`src/alarm_trim_pkg.sv`:
```
/*
  shared constants and types for the alarm mask and sample timing register group.
  assumes one clock domain and a plain register port with 10-bit byte addresses.
*/
package alarm_trim_pkg;

    // ==========================================================
    // address map
    localparam logic [9:0] SUMMARY_OFFSET   = 10'h2C0;
    localparam logic [9:0] STATUS_OFFSET    = 10'h2C1;
    localparam logic [9:0] MASK_OFFSET      = 10'h2C2;
    localparam logic [9:0] LANE_OFFSET      = 10'h2C4;
    localparam logic [9:0] TRIM_A_DUAL_OFS  = 10'h310;
    localparam logic [9:0] TRIM_B_DUAL_OFS  = 10'h313;
    localparam logic [9:0] TRIM_A_SINA_OFS  = 10'h314;
    localparam logic [9:0] TRIM_B_SINA_OFS  = 10'h315;
    localparam logic [9:0] IRQ_ENABLE_OFS   = 10'h3E0;
    localparam logic [9:0] IRQ_STATUS_OFS   = 10'h3E1;
    localparam logic [9:0] IRQ_CLEAR_OFS    = 10'h3E2;

    // ==========================================================
    // fields and reset values
    localparam int          NUM_ALARMS      = 6;
    localparam int          FIFO_BIT        = 5;
    localparam logic [5:0]  MASK_RESET      = 6'h3F;
    localparam logic [5:0]  STATUS_RESET    = 6'h3F;
    localparam logic [15:0] LANE_RESET      = 16'hFFFF;
    localparam logic [1:0]  IRQ_EN_RESET    = 2'h0;
    localparam int          IRQ_SUMMARY_BIT = 0;
    localparam int          IRQ_LANE_BIT    = 1;

    // ==========================================================
    // types
    typedef struct packed {
        logic       lane_fifo_fault;
        logic       lock_loss_fault;
        logic       serial_link_fault;
        logic       clock_realign_event;
        logic       oscillator_phase_fault;
        logic       divider_mismatch_fault;
    } alarm_src_t;

    typedef struct packed {
        logic [9:0] addr;
        logic [15:0] wdata;
        logic       wr;
        logic       rd;
    } reg_req_t;

    typedef struct packed {
        logic [7:0] coreADual;
        logic [7:0] coreBDual;
        logic [7:0] coreASingleIna;
        logic [7:0] coreBSingleIna;
    } trim_set_t;

endpackage

```
`src/alarm_trim_regs.sv`:
```
/*
  alarm status, mask, lane FIFO alarm vector, sampling trim registers and interrupt.
  assumes alarm sources and lane faults are level inputs already on clk_sys.
*/
module alarm_trim_regs
#(
    parameter int         NUM_LANES = 16,
    parameter logic [7:0] TRIM_A_DUAL_FUSE = 8'h00,
    parameter logic [7:0] TRIM_B_DUAL_FUSE = 8'h00,
    parameter logic [7:0] TRIM_A_SINA_FUSE = 8'h00,
    parameter logic [7:0] TRIM_B_SINA_FUSE = 8'h00
)
(
    input  wire logic                      clk_sys,
    input  wire logic                      reset,
    input  wire alarm_trim_pkg::reg_req_t  regReq,
    output logic [15:0]                    rdData,
    input  wire alarm_trim_pkg::alarm_src_t alarmSrc,
    input  wire logic [NUM_LANES-1:0]      laneFault,
    output alarm_trim_pkg::trim_set_t      trimSet,
    output logic                           statusOutputPin,
    output logic                           irq
);
    import alarm_trim_pkg::*;

    // ==========================================================
    // write decode
    logic       wrMask;
    logic       wrStatus;
    logic       wrLane;
    logic       wrIrqEn;
    logic       wrIrqClr;
    logic       wrTrimAD;
    logic       wrTrimBD;
    logic       wrTrimAS;
    logic       wrTrimBS;

    assign wrMask   = regReq.wr && regReq.addr == MASK_OFFSET;
    assign wrStatus = regReq.wr && regReq.addr == STATUS_OFFSET;
    assign wrLane   = regReq.wr && regReq.addr == LANE_OFFSET;
    assign wrIrqEn  = regReq.wr && regReq.addr == IRQ_ENABLE_OFS;
    assign wrIrqClr = regReq.wr && regReq.addr == IRQ_CLEAR_OFS;
    assign wrTrimAD = regReq.wr && regReq.addr == TRIM_A_DUAL_OFS;
    assign wrTrimBD = regReq.wr && regReq.addr == TRIM_B_DUAL_OFS;
    assign wrTrimAS = regReq.wr && regReq.addr == TRIM_A_SINA_OFS;
    assign wrTrimBS = regReq.wr && regReq.addr == TRIM_B_SINA_OFS;

    // ==========================================================
    // alarm mask
    logic [5:0] mask_reg;

    always_ff @(posedge clk_sys)
    begin
        if (reset)
            mask_reg <= MASK_RESET;
        else if (wrMask)
            mask_reg <= regReq.wdata[5:0];
    end

    // ==========================================================
    // lane alarm vector
    logic [NUM_LANES-1:0] lane_reg;
    logic [NUM_LANES-1:0] lane_next;
    logic [NUM_LANES-1:0] laneClr;

    always_comb
    begin
        laneClr = '0;
        if (wrLane)
            laneClr = regReq.wdata[NUM_LANES-1:0];
        if (wrStatus && regReq.wdata[FIFO_BIT])
            laneClr = '1;
        lane_next = (lane_reg & ~laneClr) | laneFault;
    end

    always_ff @(posedge clk_sys)
    begin
        if (reset)
            lane_reg <= NUM_LANES'(LANE_RESET);
        else
            lane_reg <= lane_next;
    end

    // ==========================================================
    // alarm status flags
    logic [5:0] status_reg;
    logic [5:0] statusSet;
    logic [5:0] statusClr;

    assign statusSet = {|laneFault, alarmSrc[4:0]};
    assign statusClr = wrStatus ? regReq.wdata[5:0] : 6'h00;

    always_ff @(posedge clk_sys)
    begin
        if (reset)
            status_reg <= STATUS_RESET;
        else
            status_reg <= (status_reg & ~statusClr) | statusSet;
    end

    logic summary;
    assign summary = |(status_reg & ~mask_reg);

    // ==========================================================
    // interrupts: summary rising edge and new lane fault edge
    logic [1:0] irqEn_reg;
    logic [1:0] irqSt_reg;
    logic [1:0] irqEvt;
    logic [1:0] irqClr;
    logic       summary_reg;

    assign irqEvt = {|(lane_next & ~lane_reg), summary & ~summary_reg};
    assign irqClr = wrIrqClr ? regReq.wdata[1:0] : 2'h0;

    always_ff @(posedge clk_sys)
    begin
        if (reset)
            summary_reg <= 1'b0;
        else
            summary_reg <= summary;
    end

    always_ff @(posedge clk_sys)
    begin
        if (reset)
            irqEn_reg <= IRQ_EN_RESET;
        else if (wrIrqEn)
            irqEn_reg <= regReq.wdata[1:0];
    end

    // set wins over clear so no event is lost
    always_ff @(posedge clk_sys)
    begin
        if (reset)
            irqSt_reg <= 2'h0;
        else
            irqSt_reg <= (irqSt_reg & ~irqClr) | irqEvt;
    end

    always_ff @(posedge clk_sys)
    begin
        if (reset)
        begin
            irq             <= 1'b0;
            statusOutputPin <= 1'b0;
        end
        else
        begin
            irq             <= |(((irqSt_reg & ~irqClr) | irqEvt) & irqEn_reg);
            statusOutputPin <= summary;
        end
    end

    // ==========================================================
    // sampling trim registers, each on its own strobe
    always_ff @(posedge clk_sys)
    begin
        if (reset)
        begin
            trimSet.coreADual      <= TRIM_A_DUAL_FUSE;
            trimSet.coreBDual      <= TRIM_B_DUAL_FUSE;
            trimSet.coreASingleIna <= TRIM_A_SINA_FUSE;
            trimSet.coreBSingleIna <= TRIM_B_SINA_FUSE;
        end
        else
        begin
            if (wrTrimAD)
                trimSet.coreADual <= regReq.wdata[7:0];
            if (wrTrimBD)
                trimSet.coreBDual <= regReq.wdata[7:0];
            if (wrTrimAS)
                trimSet.coreASingleIna <= regReq.wdata[7:0];
            if (wrTrimBS)
                trimSet.coreBSingleIna <= regReq.wdata[7:0];
        end
    end

    // ==========================================================
    // read port, data in the following cycle; unmapped reads zero
    always_ff @(posedge clk_sys)
    begin
        if (reset)
            rdData <= 16'h0000;
        else if (!regReq.rd)
            rdData <= 16'h0000;
        else if (regReq.addr == SUMMARY_OFFSET)
            rdData <= {15'h0000, summary};
        else if (regReq.addr == STATUS_OFFSET)
            rdData <= {10'h000, status_reg};
        else if (regReq.addr == MASK_OFFSET)
            rdData <= {10'h000, mask_reg};
        else if (regReq.addr == LANE_OFFSET)
            rdData <= 16'(lane_reg);
        else if (regReq.addr == TRIM_A_DUAL_OFS)
            rdData <= {8'h00, trimSet.coreADual};
        else if (regReq.addr == TRIM_B_DUAL_OFS)
            rdData <= {8'h00, trimSet.coreBDual};
        else if (regReq.addr == TRIM_A_SINA_OFS)
            rdData <= {8'h00, trimSet.coreASingleIna};
        else if (regReq.addr == TRIM_B_SINA_OFS)
            rdData <= {8'h00, trimSet.coreBSingleIna};
        else if (regReq.addr == IRQ_ENABLE_OFS)
            rdData <= {14'h0000, irqEn_reg};
        else if (regReq.addr == IRQ_STATUS_OFS)
            rdData <= {14'h0000, irqSt_reg};
        else
            rdData <= 16'h0000;
    end

endmodule

```
`config.mk`:
```
export PLATFORM = sky130hd
export DESIGN_NAME = alarm_trim_regs
export DESIGN_NICKNAME = d
export VERILOG_FILES = /design/src/alarm_trim_pkg.sv /design/src/alarm_trim_regs.sv
export SDC_FILE = /design/constraint.sdc
export NUM_CORES = 1
export LEC_CHECK = 0
export BUFFER_PORTS_ARGS = -buffer_cell sky130_fd_sc_hd__buf_2
export CAP_MARGIN = 20
export CORE_MARGIN = 1.5
export CORE_UTILIZATION = 35
export DETAILED_ROUTE_END_ITERATION = 16
export PLACE_DENSITY = 0.63
export RECOVER_POWER = 25
export SLEW_MARGIN = 10
export SYNTH_ARGS = -nofsm -noshare
export SYNTH_HDL_FRONTEND = slang
export SYNTH_SLANG_ARGS = --single-unit
```
`constraint.sdc`:
```
create_clock -name clk_sys -period 2.1 [get_ports clk_sys]
set_clock_uncertainty 0.2 [all_clocks]
set_input_delay 0.105 -clock clk_sys [delete_from_list [all_inputs] [get_ports clk_sys]]
set_output_delay 0.105 -clock clk_sys [all_outputs]
set_load 0.05 [all_outputs]
```
Yosys cells after proc, flatten, opt, wreduce, memory -nomap -nowiden. Cells that the tools add are included.

Bits in registers: 82. Input port bits: 52. Output and inout port bits: 50. Logic and storage cells: 73.

Equal/unequal tests: 11. Mux-type cells: 14. Bitwise operators: 17. Reductions and logical operators: 17.

Operator list (number): equality test 10 bit (second input constant) (11); two-way mux 16 bit (3); bitwise AND 16 bit (2); two-way mux 8 bit (4); inverter 16 bit (2); OR reduction 16 bit (2); two-way mux 6 bit (3); bitwise OR 16 bit (1); bitwise AND 6 bit (2); inverter 6 bit (2); logical AND 1 bit (10); two-way mux 2 bit (3); bitwise OR 6 bit (1); OR reduction 6 bit (1); OR reduction 5 bit (1); bitwise AND 2 bit (2); OR reduction 2 bit (2); OR reduction 3 bit (1); inverter 1 bit (2); inverter 2 bit (1); bitwise OR 2 bit (1); bitwise AND 1 bit (1); two-way mux 1 bit (1).

Logic depth before layout (Yosys ltp). Gate-level depths: netlist (run 1).

Depth in word-level cells: 12. Gate-level depth with buffers: 9. Mapped depth without buffers: 6.

Worst setup path before layout (run 1). No wires, ideal clock.

Path kind: input to register. Start: input regReq[19] in the netlist's numbering. End: register lane_reg[10]. Setup time: 0.122 ns. Data arrival time: 1.496 ns. Data required time: 1.778 ns. Path slack: 0.281 ns. Stages on the path: 8. Buffers on the path: 3. Path through: buf_6 -> or2_4 -> nor3_4 -> and3_1 -> buf_4 -> buf_6 -> nand2_1 -> a311o_1.

Longest elaborated chain between the ends: 7. Elaborated cells between the ends (all ways): 10. Classes of those cells: 2 x eq/ne; 2 x mux; 3 x bitwise; 3 x reduce/logical.

RTL lines: start, declared (line alarm_trim_regs.sv:16) `input wire alarm_trim_pkg::reg_req_t regReq,`; equality test 10 bit, on equally long branches (line alarm_trim_regs.sv:40, alarm_trim_regs.sv:39); logical AND 1 bit, on equally long branches (line alarm_trim_regs.sv:40, alarm_trim_regs.sv:39); two-way mux 16 bit or logical AND 1 bit (tied branches) (line alarm_trim_regs.sv:69, alarm_trim_regs.sv:71); two-way mux 16 bit * (line alarm_trim_regs.sv:71) `if (wrStatus && regReq.wdata[FIFO_BIT])`; inverter 16 bit * (line alarm_trim_regs.sv:73) `lane_next = (lane_reg & ~laneClr) | laneFault;`; bitwise AND 16 bit * (line alarm_trim_regs.sv:73); bitwise OR 16 bit * (line alarm_trim_regs.sv:73); end signal, assigned (line alarm_trim_regs.sv:79) `lane_reg <= NUM_LANES'(LANE_RESET);`; end signal, assigned (line alarm_trim_regs.sv:81) `lane_reg <= lane_next;`; end, declared (line alarm_trim_regs.sv:62) `logic [NUM_LANES-1:0] lane_reg;`.

Mark *: on every way between the ends. The rest lies on a longest branch, timed or not. A chain may end at the register's enable or synchronous reset.

Worst setup path in the final report (run 1).
Start: input laneFault[6]. End: register irq.

Longest elaborated chain between the ends: 6.

RTL lines: start, declared (line alarm_trim_regs.sv:19) `input wire logic [NUM_LANES-1:0] laneFault,`; bitwise OR 16 bit (line alarm_trim_regs.sv:73); bitwise AND 16 bit (line alarm_trim_regs.sv:112) `assign irqEvt = {|(lane_next & ~lane_reg), summary & ~summary_reg};`; OR reduction 16 bit (line alarm_trim_regs.sv:112); bitwise OR 2 bit (line alarm_trim_regs.sv:149) `irq <= |(((irqSt_reg & ~irqClr) | irqEvt) & irqEn_reg);`; bitwise AND 2 bit (line alarm_trim_regs.sv:149); OR reduction 2 bit (line alarm_trim_regs.sv:149); end signal, assigned (line alarm_trim_regs.sv:149); end, declared (line alarm_trim_regs.sv:22) `output logic irq`.

Every way passes these cells.

==> metrics.md, run 1 <==
| Metric | Value |
|---|---|
| Status | finished clean |
| Global-route wire length before repair | 19300 microns |
| Power, Total | 3.02 mW |
| Sequential cell area | 1640 sq um |
| Area leader, netlist | dfxtp_1 |
| Synth top cells by count | dfxtp_1 (82), nor2_1 (55), nand2_1 (36) |
| Max transition margin | 53.6% |
| Yosys warning count | 0 |
| Critical Path AT | 2.06 ns |
| Leak Pwr | 2.13 nW |
| CP top delay family | compound AO/OA/AOI/OAI gates |
| Setup crit start | laneFault[6] |
| Clock-pin slew on the worst setup and hold paths | 0.09 ns |
| NumNets Final | 644 |
| Power Dens Cells | 589 nW/um^2 |
| Critical path buffer and inverter count | 3 |
| Top FF cell, synth | dfxtp_1 |
| Register area share after synthesis | 44.4% |
| Req. time, crit path | 2.15 ns |
| Routed WL | 12200 microns |
| Die ar. | 11200 sq um |
| Detailed Place HPWL | 8520 microns |
| Number of flip-flops in the largest register | 32 |
| Worst Tran Pin Value | 0.696 ns |
| DRC Markers | 0 |
| # diodes | 0 |
| Worst-case clock buffer depth | 2 |
| I/O Pins | 102 |
| Hold wc startpoint | regReq[0] |
| Mapped Nets | 483 |
| RSZ-0062 raised after global routing | false |
| Dominant cells by area after synthesis | dfxtp_1 (44%), nor2_1 (5.6%), mux2i_1 (4.6%), a21oi_1 (4.3%), nand2_1 (3.7%) |
| WL/cell | 16.6 microns |
| Antenna Nets Post-Route | 0 |
| Period minus WS final | 2.01 ns |
| Site row count | 37 |
| Area of the mapped netlist | 3700 sq um |
| Layout cells sized above 1 | 20.9% |
| Fill count | 1058 |
| Routed vias/inst | 5.32 |
| Fin crit share | 95.6% |
| Initial antenna violation count | 0 |
| CTS Sinks | 82 |
| Setup violators final | 0 |
| Pin count of the biggest net entering global routing | 66 |
| Max Transition Viols Final | 0 |
| Fraction of registers with async set or reset after synthesis | 0% |
| Global placer's final weighted congestion | 0.944 |
| Most frequent cell after synthesis | dfxtp_1 |
| Setup Crit Path Kind | in -> reg |
| CTS H-tree lvls | 3 |
| Crit-path max FO | 3 |
| CP max stage delay | 0.54 ns |
| CP Launch Type | primary input |
| Total grt overflow | 0 |
| Synthesized area per cell | 8.59 sq um |
| Fin Setup TNS | 0 ns |
| Netlist cell types | 48 |
| Fmax | 498 MHz |
| Number of synthesized register bits | 82 |
| Area Overhead vs Synth | 38.7% |
| Die width | 106 microns |
| Flop2flop setup slack | 0.23 ns |
| Num CTS Buffers | 9 |
| Crit end category | flip-flop |
| CTS tree | built |
| Area occupied by multi-input gates | 1830 sq um |
| Worst skew pair latency | 0.36 ns |
| Max-cap violation count | 0 |
| Area share of the largest cell type after synthesis | 44.4% |
| Crit-path slowest cell | dlygate4sd3_1 |
| Gate count of the mapped netlist | 431 |
| Gr usage total | 22.0% |
| Crit path cell chain | dlygate4sd3_1 > buf_2 > nor2b_1 > a21oi_2 > o221ai_1 > a2111oi_2 > buf_4 > a31oi_1 > a22o_1 |
| Root Buffer Master | clkbuf_8 |
| Initial DRC count | 282 |
| Final hold violation count | 0 |
| Final Util | 50.0% |
| Core Area | 10300 sq um |
| Vias in the first global route | 3776 |
| Hold Path Class | in -> reg |
| Die Y | 106 microns |
| Worst reg2reg path startpoint | lane_reg[6] |
| Vias | 3902 |
| PortBufs | 100 |
| Initial Util | 36.0% |
| Worst ir drop on vdd | 0.356 mV |
| Drt pass-1 iters | 7 |
| Post-synth EDFFs | 0 |
==> power breakdown <==
group | switching [mW] | total (mW) | internal (mW)
clock | 0.598 | 1.22 | 0.618
sequential | 0.000491 | 1.55 | 1.55
combinational | 0.144 | 0.252 | 0.107
==> logic make-up after synthesis <==
group / Yosys count / synth area share (%)
multiplexers: 19 / 5.21
AND/OR/NAND/NOR: 159 / 21.9
AO/OA/AOI/OAI: 117 / 21.9
buffers and inverters: 54 / 6.69
flip-flops: 82 / 44.4
==> layout make-up <==
class / count / share of cell area [%]
clock inverter: 5 / 1.19
timing repair buffer: 177 / 23.0
sequential: 82 / 32.0
inverter: 27 / 1.97
tap: 136 / 3.31
multi-input combinational: 295 / 35.6
clock buffer: 11 / 2.95
==> repair_timing <==
action,CTS,global route
endpoints found under the setup margin,0,19
gates resized for setup,0,7
hold endpoints to repair,45,0
setup buffers,0,2
hold buffers,51,0
==> per-stage QoR <==
step	std cells	worst slack (ns)	hold WS, ns	cell area (sq um)
2_1_floorplan	431	0.281	-0.000638	3700
3_3_place_gp	664	0.189	0.0859	4420
3_5_place_dp	664	0.176	0.0883	4420
4_1_cts	731	0.0767	0.0198	5140
5_1_grt	733	0.00348	0.0428	5130
6_report	733	0.0930	0.0621	5130
==> path summary, 6_finish.rpt <==
check | endpoint | cells after the start
max | irq | 9
min reg2reg | rdData[14] | 1
max reg2reg | irq | 7
min | rdData[0] | 4
==> per-layer routing <==
| metal | track usage [%] | vias to the layer above | wire, microns |
|---|---|---|---|
| met4 | 9.65 | 0 | 361 |
| met5 | 0 | - | 0 |
| met1 | 28.4 | 1863 | 5470 |
| li1 | - | 1862 | - |
| met2 | 35.9 | 150 | 5700 |
| met3 | 3.96 | 27 | 654 |
==> placed cells by master (no fill, tap or decap), types with 13 or more instances in the layout <==
cell type / Yosys / routed
buf_2: 3 / 68
nand3_1: 21 / 21
inv_1: 26 / 26
a21oi_1: 32 / 31
mux2i_1: 17 / 17
buf_4: 1 / 23
nand2_1: 36 / 36
dfxtp_1: 82 / 82
clkbuf_1: 18 / 33
a211o_1: 15 / 15
o21ai_0: 16 / 16
nor2_1: 55 / 55
a311o_1: 13 / 13
dlygate4sd3_1: 0 / 51
==> worst min-delay path: stages <==
cell and delay (ns):
buf_2 0.10, nand2b_1 0.19, a31o_2 0.15, a21oi_1 0.04
Power figures use the tool's default switching activity.
==> run 2, diff against run 1 <==
==> constraint.sdc (replaced) <==
create_clock -name clk_sys -period 2.1 [get_ports clk_sys]
set_clock_uncertainty 0.2 [all_clocks]
set_input_delay 0.105 -clock clk_sys [delete_from_list [all_inputs] [get_ports clk_sys]]
set_output_delay 0.105 -clock clk_sys [all_outputs]
set_load 0.01 [all_outputs]
==> run 2 against run 1 <==
Against the previous run:
- first-iteration DRC count is 3.5% lower
- sequential cell count did not move
- final cell count unchanged
- via count hardly changed
- global-route usage stayed put
- non-clock buffer count stayed put
- die area did not move
- utilization hardly changed
- critical path depth is the same
- register-to-register slack is essentially flat
- fmax down 0.41%
- cell area hardly changed
- critical path type unchanged
- largest power group unchanged
==> metrics.md, run 2 (synthesis results as in run 1) <==
| Metric | Value |
|---|---|
| Crit path cell chain | buf_2 > nand4b_4 > nor3_4 > and4_1 > and2_4 > buf_4 > nand2_1 > a211o_1 > dlygate4sd3_1 |
| Die Y | 106 microns (unchanged) |
| Req. time, crit path | 2.15 ns (about the same) |
| Vias | 3904 (+0.051%) |
| Crit end category | flip-flop |
| Initial DRC count | 272 (-3.5%) |
| Area Overhead vs Synth | 38.8% (about the same) |
| Die ar. | 11200 sq um (unchanged) |
| Detailed Place HPWL | 8520 microns (unchanged) |
| Critical path buffer and inverter count | 3 (unchanged) |
| Setup WS post-layout | 0.0848 ns (-0.00823 ns) |
| Clk pwr share | 40.2% (about the same) |
| Period minus WS final | 2.02 ns (+0.00823 ns) |
| Critical Path AT | 2.07 ns (about the same) |
| PortBufs | 100 (unchanged) |
| Worst-case clock buffer depth | 2 (unchanged) |
| P_sw | 742 uW (-0.16%) |
| Setup Crit Path Kind | in -> reg |
| NumNets Final | 644 (unchanged) |
| Max-cap violation count | 0 (unchanged) |
| Fmax | 496 MHz (-0.41%) |
| Drt pass-1 iters | 5 (-2) |
| Die width | 106 microns (unchanged) |
| Total grt overflow | 0 (unchanged) |
| I/O Pins | 102 (unchanged) |
| CP top delay family | simple AND/OR/NAND/NOR gates |
| Leak Pwr | 2.12 nW (about the same) |
| Seq pwr share | 51.4% (about the same) |
| Worst skew pair latency | 0.36 ns (about the same) |
| Max Transition Viols Final | 0 (unchanged) |
| Routed WL | 12100 microns (-0.37%) |
| Power Dens Cells | 588 nW/um^2 (about the same) |
| Crit-path slowest cell | dlygate4sd3_1 |
| Hold slack | 0.0670 ns (+0.00485 ns) |
| Final Non-Filler Cells | 733 (unchanged) |
| Place WS | 0.176 ns (unchanged) |
| Metal-1 WL | 5470 microns (about the same) |
| Clock-pin slew on the worst setup and hold paths | 0.09 ns (about the same) |
| Sequential cell area | 1640 sq um (unchanged) |
| Fin crit share | 96.0% (+0.39 points) |
| Dpl cells | 664 (unchanged) |
| Placed inst area | 4420 sq um (unchanged) |
| Max transition margin | 53.9% (+0.25 points) |
| Status | finished clean |
| Core Area | 10300 sq um (unchanged) |
| Commonest non-fill, non-tap cell in the layout | dfxtp_1 |
| Num CTS Buffers | 9 (unchanged) |
| Routed met2 length | 5670 microns (-0.56%) |
| Setup violators final | 0 (unchanged) |
| Number of flip-flops in the largest register | 32 (unchanged) |
| Final Instance Area | 5140 sq um (about the same) |
| Gr usage total | 22.0% (unchanged) |
| Sw Share | 24.5% (-0.030 points) |
| CP max stage delay | 0.56 ns (+0.02 ns) |
| Worst Tran Pin Value | 0.692 ns (-0.00377 ns) |
| Logic pwr share | 8.3% (about the same) |
| Antenna Nets Post-Route | 0 (unchanged) |
| CTS Sinks | 82 (unchanged) |
| # diodes | 0 (unchanged) |
| Global-route wire length before repair | 19300 microns (unchanged) |
| Worst ir drop on vdd | 0.357 mV (+0.28%) |
| Internal Power | 2.28 mW (about the same) |
| Final hold violation count | 0 (unchanged) |
| Fill count | 1057 (-0.095%) |
| WL/cell | 16.6 microns (-0.37%) |
| Site row count | 37 (unchanged) |
| CTS H-tree lvls | 3 (unchanged) |
| Crit-path max FO | 5 (+2) |
| Top Metal Used | met4 |
| CP Launch Type | primary input |
| RSZ-0062 raised after global routing | false |
| Hold Path Class | in -> reg |
| Metal3 WL | 679 microns (+3.8%) |
| CTS tree | built |
| Pin count of the biggest net entering global routing | 66 (unchanged) |
| Root Buffer Master | clkbuf_8 |
| Initial antenna violation count | 0 (unchanged) |
| Layout cells sized above 1 | 20.9% (unchanged) |
| Most frequent cells in the layout | dfxtp_1 (82), buf_2 (67), nor2_1 (55) |
| Initial Util | 36.0% (unchanged) |
| Routed vias/inst | 5.33 (about the same) |
| Fin Setup TNS | 0 ns (unchanged) |
| Vias in the first global route | 3776 (unchanged) |
| Area occupied by multi-input gates | 1830 sq um (unchanged) |
| DRC Markers | 0 (unchanged) |
| Global placer's final weighted congestion | 0.944 (unchanged) |
[run 2: worst reg2reg max path: stages (launching register included)]
cell	delay (ns)
dfxtp_1	0.37
nor2b_1	0.08
a21oi_2	0.12
o221ai_1	0.13
a2111oi_2	0.36
buf_4	0.17
a31oi_1	0.11
a22o_1	0.22
[run 2: power by group through the flow]
stage / registers [mW] / logic, mW / clock network, mW
2_1_floorplan: 1.59 / 0.0900 / 0
3_3_place_gp: 1.59 / 0.199 / 0
3_5_place_dp: 1.59 / 0.201 / 0
4_1_cts: 1.55 / 0.246 / 1.24
5_1_grt: 1.55 / 0.270 / 1.31
6_report: 1.55 / 0.251 / 1.22
[run 2: what timing repair did]
action	in CTS	in global routing
setup buffers	0	2
resized for setup	0	7
setup endpoints to repair	0	19
endpoints found under the hold margin	45	0
hold buffers	51	0
[run 2: worst paths after layout]
kind | startpoint | endpoint | slack, ns | cells after the start
max | regReq[22] | status_reg[4] | 0.08 | 9
min | regReq[0] | rdData[0] | 0.07 | 4
max reg2reg | lane_reg[6] | irq | 0.24 | 7
min reg2reg | trimSet[7] | trimSet[7] | 0.28 | 2
[run 2: layout make-up]
type	count	share of cell area, %
Multi-Input combinational cell	295	35.6
Sequential cell	82	32.0
Clock inverter	5	1.19
Clock buffer	11	2.95
Inverter	27	1.97
Tap cell	136	3.31
Timing Repair Buffer	177	23.0
[run 2: per-stage QoR]
| step | power (mW) | util (%) |
|---|---|---|
| after floorplan | 1.68 | - |
| after global placement | 1.79 | 43.0 |
| after detailed placement | 1.79 | 43.0 |
| after CTS | 3.04 | 50.0 |
| after global routing | 3.13 | 50.0 |
| final | 3.02 | 50.0 |
[run 2: layer usage]
metal	vias to the layer above	GRT usage [%]
li1	1860	-
met1	1875	28.4
met2	147	35.9
met3	22	3.96
met4	0	9.65
met5	-	0
==> run 3, diff against run 2 <==
--- a/config.mk
+++ b/config.mk
@@ -7,7 +7,6 @@
 export LEC_CHECK = 0
 export BUFFER_PORTS_ARGS = -buffer_cell sky130_fd_sc_hd__buf_2
 export CAP_MARGIN = 20
-export CORE_MARGIN = 1.5
 export CORE_UTILIZATION = 35
 export DETAILED_ROUTE_END_ITERATION = 16
 export PLACE_DENSITY = 0.63
==> run 3 against run 2 <==
Against the previous run:
- largest power group unchanged
- the flow now finishes with violations (DRC)
- power is 4.6% higher
- combinational power is 2% lower
- clock power is 11% higher
==> metrics.md, run 3 (synthesis results as in run 1) <==
| Metric | Value |
|---|---|
| Routed vias/inst | 5.26 (-1.3%) |
| Crit path cell chain | buf_2 > nand4b_4 > nor3_4 > and4_1 > and2_4 > buf_6 > nand2_1 > a211o_1 > dlygate4sd3_1 |
| Place WS | 0.163 ns (-0.0129 ns) |
| Req. time, crit path | 2.15 ns (about the same) |
| Area occupied by multi-input gates | 1830 sq um (unchanged) |
| Setup Crit Path Kind | in -> reg |
| # diodes | 0 (unchanged) |
| Area Overhead vs Synth | 39.2% |
| Sequential cell area | 1640 sq um (unchanged) |
| Routed met2 length | 5470 microns (-3.5%) |
| Top Metal Used | met4 |
| Fill count | 1027 (-2.8%) |
| Worst Tran Pin Value | 0.673 ns (-0.0188 ns) |
| Commonest non-fill, non-tap cell in the layout | dfxtp_1 |
| Initial Util | 36.0% (unchanged) |
| Max Transition Viols Final | 0 (unchanged) |
| Critical Path AT | 2.10 ns (+0.03 ns) |
| Worst skew pair latency | 0.36 ns (about the same) |
| I/O Pins | 102 (unchanged) |
| Max-cap violation count | 0 (unchanged) |
| CP Launch Type | primary input |
| Layout cells sized above 1 | 20.2% (-0.74 points) |
| Violated checks | DRC |
| CTS H-tree lvls | 3 (unchanged) |
| WL/cell | 16.3 microns (-1.4%) |
| Die width | 105 microns (-0.94%) |
| Crit-path slowest cell | dlygate4sd3_1 |
| Setup WS post-layout | 0.0519 ns (-0.0329 ns) |
| Pin count of the biggest net entering global routing | 66 (unchanged) |
| Antenna Nets Post-Route | 0 (unchanged) |
| Placed inst area | 4400 sq um (-0.51%) |
| Leak Pwr | 2.13 nW (about the same) |
| Vias in the first global route | 3665 (-2.9%) |
| CTS tree | built |
| Fmax | 488 MHz (-1.6%) |
| Gr usage total | 21.6% (-0.42 points) |
| Num CTS Buffers | 9 (unchanged) |
| Worst-case clock buffer depth | 2 (unchanged) |
| DRC Markers | 1 (+1) |
| Number of flip-flops in the largest register | 32 (unchanged) |
| PortBufs | 100 (unchanged) |
| Site row count | 37 (unchanged) |
| Die Y | 105 microns (-0.94%) |
| Max transition margin | 55.1% (+1.3 points) |
| Final hold violation count | 0 (unchanged) |
| Metal-1 WL | 5420 microns (-0.90%) |
| Worst ir drop on vdd | 0.296 mV (-17%) |
| Period minus WS final | 2.05 ns (+0.0329 ns) |
| Global-route wire length before repair | 18600 microns (-3.2%) |
| Vias | 3838 (-1.7%) |
| NumNets Final | 642 (-0.31%) |
| Crit end category | flip-flop |
| CTS Sinks | 82 (unchanged) |
| Initial DRC count | 202 (-26%) |
| Crit-path max FO | 5 (unchanged) |
| Drt pass-1 iters | 11 (+6) |
| Status | complete, but fails checks |
| Total grt overflow | 0 (unchanged) |
| Root Buffer Master | clkbuf_8 |
| Routed WL | 11900 microns (-1.8%) |
| Fin Setup TNS | 0 ns (unchanged) |
| Core Area | 10300 sq um (unchanged) |
| Power Dens Cells | 613 nW/um^2 (+4.3%) |
| Fin crit share | 97.5% (+1.6 points) |
| Setup violators final | 0 (unchanged) |
| Initial antenna violation count | 0 (unchanged) |
| Final Instance Area | 5150 sq um (+0.32%) |
| CP max stage delay | 0.56 ns (about the same) |
| Hold Path Class | in -> reg |
| Power, Total | 3.16 mW (+4.6%) |
| Metal3 WL | 776 microns (+14%) |
| Detailed Place HPWL | 8290 microns (-2.7%) |
| Hold slack | 0.0126 ns (-0.0543 ns) |
| Most frequent cells in the layout | dfxtp_1 (82), buf_2 (68), nor2_1 (55) |
| Global placer's final weighted congestion | 0.883 (-6.5%) |
| Clock-pin slew on the worst setup and hold paths | 0.09 ns (about the same) |
| Die ar. | 11000 sq um (-1.9%) |
## run 3: cell count changes in the layout (fill, tap and decap cells not counted), moves of 2 or more
cell,change
buf_4,-5
buf_6,+3
clkinvlp_4,-3
bufinv_16,+2
clkbuf_8,-2
## run 3: stage by stage
stage / instances / utilization (%)
after CTS: 727 / 50.0
after global routing: 730 / 50.1
after global placement: 661 / 42.8
after detailed placement: 661 / 42.8
after floorplan: 431 / -
final: 730 / 50.1
## run 3: metal layers
metal | vias to the layer above | track usage [%]
li1 | 1860 | -
met1 | 1807 | 28.5
met2 | 149 | 35.2
met3 | 22 | 4.93
met4 | 0 | 6.24
met5 | - | 0
## run 3: final timing paths
kind | endpoint | cells past startpoint | slack, ns | startpoint
setup / recovery | status_reg[4] | 9 | 0.05 | regReq[22]
hold reg to reg | trimSet[0] | 2 | 0.28 | trimSet[0]
hold / removal | trimSet[5] | 3 | 0.01 | regReq[1]
setup reg to reg | irq | 7 | 0.18 | lane_reg[6]
## run 3: critical path, delay by kind of cell
kind                   cells  cell delay [ns]
AOI/OAI and AO/OA          1             0.30
and+or+nand+nor            5             0.88
buffers and inverters      3             0.80
## run 3: layout make-up
class | count | share of cell area (%)
Clock buffer | 10 | 2.48
Sequential cell | 82 | 31.9
Inverter | 27 | 1.97
Clock inverter | 5 | 2.02
Multi-Input combinational cell | 295 | 35.5
Tap cell | 136 | 3.30
Timing Repair Buffer | 175 | 22.9
## run 3: power breakdown
group	switching (mW)	internal, mW
Sequential	0.000488	1.55
Combinational	0.142	0.105
Clock	0.574	0.784
Total	0.717	2.44
## run 3: repair_timing
action                     CTS  global route
resized for setup            0            11
setup buffers                0             2
hold endpoints to repair    47             0
hold buffers                51             0
setup endpoints to repair    0            21
